`src/design/isc_pkg.sv`:
```
package isc_pkg;

  // register map of the converter, link address space
  localparam logic [7:0]  ADDR_CONTROL_WORD  = 8'h1A;
  localparam logic [7:0]  ADDR_SCAN_CONFIG   = 8'h1B;

  // device_control_word field positions
  localparam int          CW_CHAN_HI         = 15;
  localparam int          CW_CHAN_LO         = 14;
  localparam int          CW_SLEEP           = 13;
  localparam int          CW_OVERRIDE        = 12;
  localparam int          CW_ACT_STYLE       = 11;
  localparam int          CW_AMP_OFF         = 10;
  localparam int          CW_REF_SRC         = 9;
  localparam int          CW_RSVD8           = 8;
  localparam int          CW_INT_MASK        = 7;
  localparam int          CW_BOOST           = 6;
  localparam int          CW_RSVD_HI         = 5;
  localparam logic [5:0]  CW_RSVD_LOW_VALUE  = 6'h01;

  // channel_scan_config field positions
  localparam int          SC_SCAN_ON         = 15;
  localparam int          SC_ORDER_HI        = 14;
  localparam int          SC_ORDER_LO        = 13;
  localparam int          SC_DEGLITCH_HI     = 2;

  // reset values
  localparam logic [15:0] CONTROL_WORD_RESET = 16'h2801;
  localparam logic [15:0] SCAN_CONFIG_RESET  = 16'h020F;

  // scan order codes
  localparam logic [1:0]  ORDER_CH01         = 2'h0;
  localparam logic [1:0]  ORDER_CH012        = 2'h1;
  localparam logic [1:0]  ORDER_CH0123       = 2'h2;

  // timing: internal oscillator period and phase lengths in reference ticks
  localparam int          INT_OSC_NS         = 80;
  localparam int          MCLK_NS            = 20;
  localparam int          INT_OSC_CYCLES     = (INT_OSC_NS + MCLK_NS - 1) / MCLK_NS;
  localparam logic [7:0]  ACT_TICKS          = 8'h08;
  localparam logic [7:0]  CONV_TICKS         = 8'h20;
  localparam logic [4:0]  FULL_DRIVE         = 5'h1F;

  // host side register map (avalon byte addresses)
  localparam logic [3:0]  HOST_CMD_ADDR      = 4'h0;
  localparam logic [3:0]  HOST_CMD_DATA      = 4'h4;
  localparam logic [3:0]  HOST_CTRL          = 4'h8;
  localparam logic [3:0]  HOST_STATUS        = 4'hC;
  localparam int          HOST_GO_WRITE      = 0;
  localparam int          HOST_GO_READ       = 1;

  typedef enum logic [2:0] {
    ST_SLEEP    = 3'b001,
    ST_ACTIVATE = 3'b010,
    ST_CONVERT  = 3'b100
  } isc_state_t;

  // pick one channel's 5-bit field out of a packed four-channel vector
  function automatic logic [4:0] isc_pick5(input logic [19:0] vec, input logic [1:0] ch);
    logic [4:0] r;
    r = vec[ch*5 +: 5];
    return r;
  endfunction

  // highest channel of a scan order
  function automatic logic [1:0] isc_last_channel(input logic [1:0] order);
    logic [1:0] r;
    case (order)
      ORDER_CH012:  r = 2'h2;
      ORDER_CH0123: r = 2'h3;
      default:      r = 2'h1;
    endcase
    return r;
  endfunction

endpackage

```
`src/design/isc_link_if.sv`:
```
`timescale 1ns/1ps
`default_nettype none
// register link between host controller and converter
interface isc_link_if;
  logic        req;
  logic        we;
  logic [7:0]  addr;
  logic [15:0] wdata;
  logic [15:0] rdata;
  logic        ack;
  logic        int_n;

  modport device (input req, input we, input addr, input wdata,
                  output rdata, output ack, output int_n);
  modport host   (output req, output we, output addr, output wdata,
                  input rdata, input ack, input int_n);
endinterface
`default_nettype wire

```
`src/design/isc_scan_seq.sv`:
```
`timescale 1ns/1ps
`default_nettype none
// steps through the channel sequence, or holds the single channel
module isc_scan_seq
  import isc_pkg::*;
(
  input  wire logic       i_mclk,
  input  wire logic       i_reset,
  input  wire logic       i_restart,
  input  wire logic       i_advance,
  input  wire logic       i_scan_on,
  input  wire logic [1:0] i_order,
  input  wire logic [1:0] i_single_channel,
  output logic      [1:0] o_channel,
  output logic            o_at_last
);
  import isc_pkg::*;

  logic [1:0] pos;

  // position in the sequence; >= guards against an order shrunk mid-scan
  always_ff @(posedge i_mclk) begin
    if (i_reset || i_restart) begin
      pos <= 2'h0;
    end else if (i_advance) begin
      pos <= o_at_last ? 2'h0 : pos + 2'h1;
    end
  end

  // single mode converts one channel over and over
  assign o_channel = i_scan_on ? pos : i_single_channel;
  assign o_at_last = !i_scan_on || (pos >= isc_last_channel(i_order));
endmodule
`default_nettype wire

```
`src/design/isc_device.sv`:
```
`timescale 1ns/1ps
`default_nettype none
// Function
// - single mode converts on selected channel
// - host selects channels 2, 3 in single mode only four-channel
// - sleep bit resets to one, controls sleep
// - override drives conversion with programmed level
// - style zero activates at maximum current
// - style one activates with channel drive
// - correction off freezes calibrated drive level
// - reference source internal or external pin
// - mask bit stops interrupt on status update
// - boost bit drives channel zero harder
// - host writes boost as zero while scanning
// - host writes reserved low bits as 000001
// - host keeps reserved bit eight zero
// - scan bit picks single or sequenced mode
// - scan converts each sequence channel, restarts
module isc_device
  import isc_pkg::*;
(
  input  wire logic        i_mclk,
  input  wire logic        i_reset,
  isc_link_if.device       link,
  input  wire logic        i_external_reference_in,
  input  wire logic [19:0] i_conversion_drive_level,
  input  wire logic [19:0] i_per_channel_drive,
  input  wire logic [4:0]  i_amp_estimate,
  output logic      [4:0]  o_sensor_drive,
  output logic             o_boost_ch0,
  output logic      [1:0]  o_active_channel,
  output logic             o_sleep,
  output logic             o_activating,
  output logic             o_converting,
  output logic             o_ref_external,
  output logic      [2:0]  o_deglitch,
  output logic             o_amp_correction_on,
  output logic             o_status_update,
  output logic      [19:0] o_calibrated_drive_level
);
  import isc_pkg::*;

  logic [15:0] control_word;
  logic [15:0] scan_config;
  logic        ack;
  logic [15:0] rdata;
  logic        int_pending;
  isc_state_t  state;
  isc_state_t  next_state;
  logic [7:0]  tick_count;
  logic [7:0]  next_tick_count;
  logic [19:0] cal_level;
  logic        ref_s1;
  logic        ref_s2;
  logic        ref_s3;
  logic [7:0]  osc_count;
  logic        osc_tick;
  logic        ref_tick;
  logic        phase_done;
  logic [1:0]  channel;
  logic        at_last;
  logic        advance;
  logic [1:0]  next_channel;
  logic        status_update;
  logic        taken;
  logic        sleep_req;

  assign taken     = link.req && !ack;
  assign sleep_req = control_word[CW_SLEEP];

  // register writes land on the cycle the request is taken
  always_ff @(posedge i_mclk) begin
    if (i_reset) begin
      control_word <= CONTROL_WORD_RESET;
      scan_config  <= SCAN_CONFIG_RESET;
    end else if (taken && link.we) begin
      if (link.addr == ADDR_CONTROL_WORD) begin
        control_word <= link.wdata;
      end
      if (link.addr == ADDR_SCAN_CONFIG) begin
        scan_config <= link.wdata;
      end
    end
  end

  // one-cycle answer; unmapped reads return zero
  always_ff @(posedge i_mclk) begin
    if (i_reset) begin
      ack   <= 1'b0;
      rdata <= 16'h0000;
    end else begin
      ack <= taken;
      if (taken && !link.we) begin
        case (link.addr)
          ADDR_CONTROL_WORD: rdata <= control_word;
          ADDR_SCAN_CONFIG:  rdata <= scan_config;
          default:           rdata <= 16'h0000;
        endcase
      end
    end
  end

  // external reference pin: two flops, then an edge detector on the second
  always_ff @(posedge i_mclk) begin
    if (i_reset) begin
      ref_s1 <= 1'b0;
      ref_s2 <= 1'b0;
      ref_s3 <= 1'b0;
    end else begin
      ref_s1 <= i_external_reference_in;
      ref_s2 <= ref_s1;
      ref_s3 <= ref_s2;
    end
  end

  // internal oscillator stand-in, divided from the system clock
  always_ff @(posedge i_mclk) begin
    if (i_reset || osc_tick) begin
      osc_count <= 8'h00;
    end else begin
      osc_count <= osc_count + 8'h01;
    end
  end

  assign osc_tick = (osc_count == 8'(INT_OSC_CYCLES - 1));
  // a stopped external reference stalls conversion, it does not fall back
  assign ref_tick = control_word[CW_REF_SRC] ? (ref_s2 && !ref_s3) : osc_tick;

  isc_scan_seq u_isc_scan_seq (
    .i_mclk           (i_mclk),
    .i_reset          (i_reset),
    .i_restart        (state == ST_SLEEP),
    .i_advance        (advance),
    .i_scan_on        (scan_config[SC_SCAN_ON]),
    .i_order          (scan_config[SC_ORDER_HI:SC_ORDER_LO]),
    .i_single_channel (control_word[CW_CHAN_HI:CW_CHAN_LO]),
    .o_channel        (channel),
    .o_at_last        (at_last)
  );

  assign phase_done = ref_tick &&
                      (tick_count == ((state == ST_ACTIVATE) ? ACT_TICKS : CONV_TICKS) - 8'h01);
  assign advance       = (state == ST_CONVERT) && phase_done;
  // in scan mode a status update means every channel of the sequence is done
  assign status_update = advance && at_last;
  // channel of the coming phase, so a new activation never shows the old channel's level
  assign next_channel  = (advance && scan_config[SC_SCAN_ON]) ?
                         (at_last ? 2'h0 : channel + 2'h1) : channel;

  // sleep -> activate -> convert, repeated per channel
  always_comb begin
    next_state      = state;
    next_tick_count = tick_count;
    case (state)
      ST_SLEEP: begin
        next_tick_count = 8'h00;
        if (!sleep_req) begin
          next_state = ST_ACTIVATE;
        end
      end
      ST_ACTIVATE: begin
        if (ref_tick) begin
          next_tick_count = tick_count + 8'h01;
        end
        if (phase_done) begin
          next_state      = ST_CONVERT;
          next_tick_count = 8'h00;
        end
      end
      ST_CONVERT: begin
        if (ref_tick) begin
          next_tick_count = tick_count + 8'h01;
        end
        if (phase_done) begin
          next_state      = ST_ACTIVATE;
          next_tick_count = 8'h00;
        end
      end
      default: begin
        next_state      = ST_SLEEP;
        next_tick_count = 8'h00;
      end
    endcase
    if (sleep_req) begin
      next_state      = ST_SLEEP;
      next_tick_count = 8'h00;
    end
  end

  always_ff @(posedge i_mclk) begin
    if (i_reset) begin
      state      <= ST_SLEEP;
      tick_count <= 8'h00;
    end else begin
      state      <= next_state;
      tick_count <= next_tick_count;
    end
  end

  // calibrated level follows the amplitude estimate after each activation
  always_ff @(posedge i_mclk) begin
    if (i_reset) begin
      cal_level <= 20'h00000;
    end else if (state == ST_ACTIVATE && phase_done && !control_word[CW_AMP_OFF]) begin
      cal_level[channel*5 +: 5] <= i_amp_estimate;
    end
  end

  // sensor drive current per phase, registered so it never glitches
  always_ff @(posedge i_mclk) begin
    if (i_reset) begin
      o_sensor_drive <= 5'h00;
      o_boost_ch0    <= 1'b0;
    end else begin
      case (next_state)
        ST_ACTIVATE: o_sensor_drive <= control_word[CW_ACT_STYLE] ?
                                       isc_pick5(i_per_channel_drive, next_channel) :
                                       FULL_DRIVE;
        ST_CONVERT:  o_sensor_drive <= control_word[CW_OVERRIDE] ?
                                       isc_pick5(i_conversion_drive_level, channel) :
                                       isc_pick5(cal_level, channel);
        default:     o_sensor_drive <= 5'h00;
      endcase
      // boost only on channel 0; scanning with boost is left to the host
      o_boost_ch0 <= control_word[CW_BOOST] && (next_state != ST_SLEEP) &&
                     (next_channel == 2'h0);
    end
  end

  // interrupt: set on status update unless masked, cleared by any read; set wins
  always_ff @(posedge i_mclk) begin
    if (i_reset) begin
      int_pending <= 1'b0;
    end else if (status_update && !control_word[CW_INT_MASK]) begin
      int_pending <= 1'b1;
    end else if (taken && !link.we) begin
      int_pending <= 1'b0;
    end
  end

  always_ff @(posedge i_mclk) begin
    if (i_reset) begin
      o_status_update <= 1'b0;
    end else begin
      o_status_update <= status_update;
    end
  end

  assign link.ack                 = ack;
  assign link.rdata               = rdata;
  assign link.int_n               = !int_pending;
  assign o_active_channel         = channel;
  assign o_sleep                  = (state == ST_SLEEP);
  assign o_activating             = (state == ST_ACTIVATE);
  assign o_converting             = (state == ST_CONVERT);
  assign o_ref_external           = control_word[CW_REF_SRC];
  assign o_deglitch               = scan_config[SC_DEGLITCH_HI:0];
  assign o_amp_correction_on      = !control_word[CW_AMP_OFF];
  assign o_calibrated_drive_level = cal_level;
endmodule
`default_nettype wire

```
`src/flat_wrapper.sv`:
```
// flat-port wrapper written by rule: the top's interface ports become plain ports
module isc_device_flat import isc_pkg::*;
  (i_mclk, i_reset, i_external_reference_in, i_conversion_drive_level, i_per_channel_drive, i_amp_estimate, o_sensor_drive, o_boost_ch0, o_active_channel, o_sleep, o_activating, o_converting, o_ref_external, o_deglitch, o_amp_correction_on, o_status_update, o_calibrated_drive_level, link_req, link_we, link_addr, link_wdata, link_rdata, link_ack, link_int_n);
  isc_link_if link_i ();
  input  wire logic i_mclk;
  input  wire logic i_reset;
  input  wire logic i_external_reference_in;
  input  wire logic [19:0] i_conversion_drive_level;
  input  wire logic [19:0] i_per_channel_drive;
  input  wire logic [4:0] i_amp_estimate;
  output logic      [4:0] o_sensor_drive;
  output logic o_boost_ch0;
  output logic      [1:0] o_active_channel;
  output logic o_sleep;
  output logic o_activating;
  output logic o_converting;
  output logic o_ref_external;
  output logic      [2:0] o_deglitch;
  output logic o_amp_correction_on;
  output logic o_status_update;
  output logic      [19:0] o_calibrated_drive_level;
  input wire logic [$bits(link_i.req)-1:0] link_req;
  input wire logic [$bits(link_i.we)-1:0] link_we;
  input wire logic [$bits(link_i.addr)-1:0] link_addr;
  input wire logic [$bits(link_i.wdata)-1:0] link_wdata;
  output wire logic [$bits(link_i.rdata)-1:0] link_rdata;
  output wire logic [$bits(link_i.ack)-1:0] link_ack;
  output wire logic [$bits(link_i.int_n)-1:0] link_int_n;
  assign link_i.req = link_req;
  assign link_i.we = link_we;
  assign link_i.addr = link_addr;
  assign link_i.wdata = link_wdata;
  assign link_rdata = link_i.rdata;
  assign link_ack = link_i.ack;
  assign link_int_n = link_i.int_n;
  isc_device u_core (.i_mclk(i_mclk), .i_reset(i_reset), .link(link_i), .i_external_reference_in(i_external_reference_in), .i_conversion_drive_level(i_conversion_drive_level), .i_per_channel_drive(i_per_channel_drive), .i_amp_estimate(i_amp_estimate), .o_sensor_drive(o_sensor_drive), .o_boost_ch0(o_boost_ch0), .o_active_channel(o_active_channel), .o_sleep(o_sleep), .o_activating(o_activating), .o_converting(o_converting), .o_ref_external(o_ref_external), .o_deglitch(o_deglitch), .o_amp_correction_on(o_amp_correction_on), .o_status_update(o_status_update), .o_calibrated_drive_level(o_calibrated_drive_level));
endmodule
```
`config.mk`:
```
export PLATFORM = sky130hd
export DESIGN_NAME = isc_device_flat
export DESIGN_NICKNAME = d
export VERILOG_FILES = /design/src/design/isc_pkg.sv /design/src/design/isc_link_if.sv /design/src/design/isc_scan_seq.sv /design/src/design/isc_device.sv /design/src/flat_wrapper.sv
export SDC_FILE = /design/constraint.sdc
export NUM_CORES = 1
export LEC_CHECK = 0
export BUFFER_PORTS_ARGS = -buffer_cell sky130_fd_sc_hd__buf_2
export CORE_AREA = 5 5 132 134
export DETAILED_ROUTE_END_ITERATION = 6
export DIE_AREA = 0 0 137 139
export SETUP_SLACK_MARGIN = 0.4
export SYNTH_ARGS = -nofsm -noshare
export SYNTH_HDL_FRONTEND = slang
export SYNTH_HIERARCHICAL = 1
export SYNTH_SLANG_ARGS = --single-unit
```
`constraint.sdc`:
```
create_clock -name i_mclk -period 4.6 [get_ports i_mclk]
set_input_delay 0.69 -clock i_mclk [delete_from_list [all_inputs] [get_ports i_mclk]]
set_output_delay 0.69 -clock i_mclk [all_outputs]
set_load 0.05 [all_outputs]
```
==> run_results.csv <==
group,metric,value,unit
final_layout,diodes,0,
logic_synthesis,syn_inst,576,
clocking,numCtsBuffers,9,
final_layout,final_util,38.4,%
critical_path,crit_type,"register to register",
min_path,hold_path.class,"register to register",
drt,routed_wl,14.3,mm
final_layout,multi_input_area,2820,um2
critical_path,worst_setup_path_start_kind,"register",
logic_synthesis,yosysWarnings,6,
sta,worst_pin_slew,1.21,ns
clocking,clk_path_buf_depth,2,
floorplanning,num_io_pins,129,
final_layout,regArea,2020,um2
clocking,cts_tree,"built",
floorplanning,die_h,139,um
clocking,cts.root.buffer_cell,"clkbuf_16",
drt,antenna_left,0,
clocking,postCtsSetupBuffers,0,
critical_path,cp_cell_sequence,"mux2_1, inv_2, ha_1, nor2b_1, mux2_2, nand4_1, o311ai_0, nor3_1, o22ai_1",
logic_synthesis,async_flop_share,0,%
final_layout,layout-drive-gt1-share,27.1,%
logic_synthesis,synth_area_per_cell,8.80,um2
sta,drv_slew,0,
clocking,clkSlewWorstSetupHoldPaths,0.08,ns
sta,finalCriticalPeriod,3.19,ns
logic_synthesis,yosysSeqAreaShare,39.9,%
logic_synthesis,ys_ff_latch,101,
floorplanning,die_w,137,um
floorplanning,initial_core_util,31.4,%
grt,grt.total_usage,15.0,%
drt,routed_via_density,5.00,
clocking,cts.htree.levels,3,
placement,hpwlAfterDp,10.5,mm
grt,antenna_found_initial,3,
drt,vias,4541,
drt,dr.pass1.iters,4,
sta,slew_headroom,19.2,%
logic_synthesis,ys.flop_type,"dfxtp_1",
critical_path,endpoint_kind,"register",
sta,period_share,69.3,%
drt,wl_per_cell,15.7,um
critical_path,critPathArrivalTime,3.41,ns
run_status,run_status,"completed",
critical_path,max_stage_delay,0.65,ns
critical_path,cp_slowest_cell,"mux2_1",
clocking,cts_sinks,101,
sta,fmax,314,MHz
grt,grt_pass1_vias,4239,
floorplanning,rows,47,
logic_synthesis,synth_area,5070,um2
sta,hold_violations,0,
clocking,postCtsHoldBufs,0,
critical_path,worstPathMaxFanout,14,
drt,dr.first_iter.drc_count,324,
grt,grt_pass1_wl,23.0,mm
floorplanning,die-area,19000,um2
sta,finClkSkew,0.0103,ns
sta,setup_violations,0,
clocking,clk_latency,0.36,ns
logic_synthesis,syn-num-nets,660,
run,drv_cap,0,
grt,grt_remaining_overflow,0,
critical_path,cp_top_family,"multiplexers",
drt,drc,0,
sta,rsz0062_at_grt,"false",
floorplanning,core_area,16200,um2
logic_synthesis,ys_types,57,
critical_path,worst-path-buf-inv,1,
final_layout,final_net_count,768,
placement,gp_congestion,0.882,
clocking,cts_resized,0,
final_layout,fill_cells,1649,
power,power.leakage,2.50,nW
power,ir_drop,230,uV
logic_synthesis,synth_edf_count,0,
power,p_per_area,289,nW/um2
grt,grt_max_degree,41,
placement,io_buffers,128,
final_layout,syn2layout_area_growth,22.5,%
sta,setup_tns,0,ns
critical_path,worstPathRequired,4.82,ns
placed cells by master (no fill, tap or decap), drive strengths merged, types with 5 or more instances in the layout:
cell type  synthesis  routed
a21oi             43      43
nand2b             7       7
buf               11     136
nand2             68      68
nor3              23      23
ha                10      10
or3                6       6
a31o               6       6
and3               9       9
dfxtp            101     101
nor2              57      57
nand4              8       8
inv               17      20
clkbuf            28       9
o21ai             12      12
mux4              10      10
mux2               7       7
mux2i             51      51
xnor2              5       5
xor2               8       8
nor2b              5       5
nand3             33      33
nor4              10      10
logic make-up (layout without fill, tap and decap cells):
| family | after synthesis | after routing | synth area share (%) |
|---|---|---|---|
| XOR/XNOR | 13 | 13 | 2.25 |
| AND/OR/NAND/NOR | 237 | 237 | 23.0 |
| AO/OA/AOI/OAI | 89 | 89 | 11.7 |
| adder cells (fa/ha/maj) | 10 | 10 | 2.47 |
| buffers and inverters | 58 | 171 | 4.64 |
| flip-flops | 101 | 101 | 39.9 |
| multiplexers | 68 | 68 | 16.1 |
synthesized netlist by cell type (all sizes together) (2+ instances only):
master,n,area (um2)
nor3,23,115
ha,10,125
a31oi,4,25.0
o41ai,2,43.8
nor3b,2,15.0
a2111oi,4,37.5
mux4,10,225
o21a,2,15.0
dfxtp,101,2020
nand2,68,255
mux2,7,78.8
a41o,4,40.0
nor2b,5,31.3
and3,9,56.3
xor2,8,70.1
xnor2,5,43.8
a31o,6,52.6
nor2,57,214
a211oi,4,30.0
and2,3,18.8
or3,6,37.5
inv,17,63.8
o31ai,2,15.0
nand4,8,50.1
nand3,33,175
mux2i,51,510
clkbuf,28,105
nand2b,7,53.8
buf,11,58.8
o21ai,12,60.1
a21oi,43,215
nor4,10,90.1
clkinv,2,7.51
per-layer routing:
metal  track usage (%)  vias to the layer above  routed length (um)
li1                  -                     2260                   -
met1              20.5                     2112                6520
met2              22.1                      146                6370
met3              5.73                       17                1240
met4              3.89                        6                 121
met5                 0                        -                  34
state kept, by name, indices dropped and copies added (netlist names):
signal,flops
u_core/o_calibrated_drive_level,20
u_core/control_word,16
u_core/link.rdata,16
u_core/scan_config,16
u_core/osc_count,8
u_core/tick_count,8
u_core/o_sensor_drive,5
u_core/state,3
u_core/u_isc_scan_seq/pos,2
u_core/int_pending,1
u_core/link.ack,1
u_core/o_boost_ch0,1
u_core/o_status_update,1
u_core/ref_s1,1
u_core/ref_s2,1
u_core/ref_s3,1
layout make-up:
type,count,area share (%)
multi-input combinational,417,45.5
clock buffer,9,3.63
clock inverter,7,1.51
sequential,101,32.5
timing repair buffer,136,11.3
tap,220,4.43
inverter,19,1.15
report_power, final:
part           leakage [nW]  internal (mW)  switching [mW]
Combinational          1.53         0.0433          0.0556
Sequential            0.815          0.878         0.00462
Clock                 0.153          0.437           0.374
through the flow:
stage          total power, mW  instances  area (um2)  hold slack, ns  setup slack, ns
3_5_place_dp              1.00        893        5890           0.434             1.40
3_3_place_gp              1.00        893        5890           0.434             1.48
6_report                  1.79        909        6210           0.448             1.41
2_1_floorplan            0.953        576        5070           0.414             1.03
5_1_grt                   1.86        909        6210           0.467             1.12
4_1_cts                   1.81        909        6210           0.452             1.37
path summary, 6_finish.rpt:
path	startpoint	endpoint	slack, ns	cells after the start
worst max register to register	u_core/scan_config[15]$_SDFFE_PP0P_	u_core/o_sensor_drive[3]$_SDFF_PP0_	1.41	9
worst max-delay path	u_core/scan_config[15]$_SDFFE_PP0P_	u_core/o_sensor_drive[3]$_SDFF_PP0_	1.41	9
worst min register to register	u_core/ref_s1$_SDFF_PP0_	u_core/ref_s2$_SDFF_PP0_	0.45	1
worst min-delay path	u_core/ref_s1$_SDFF_PP0_	u_core/ref_s2$_SDFF_PP0_	0.45	1
Power figures use the tool's default switching activity.
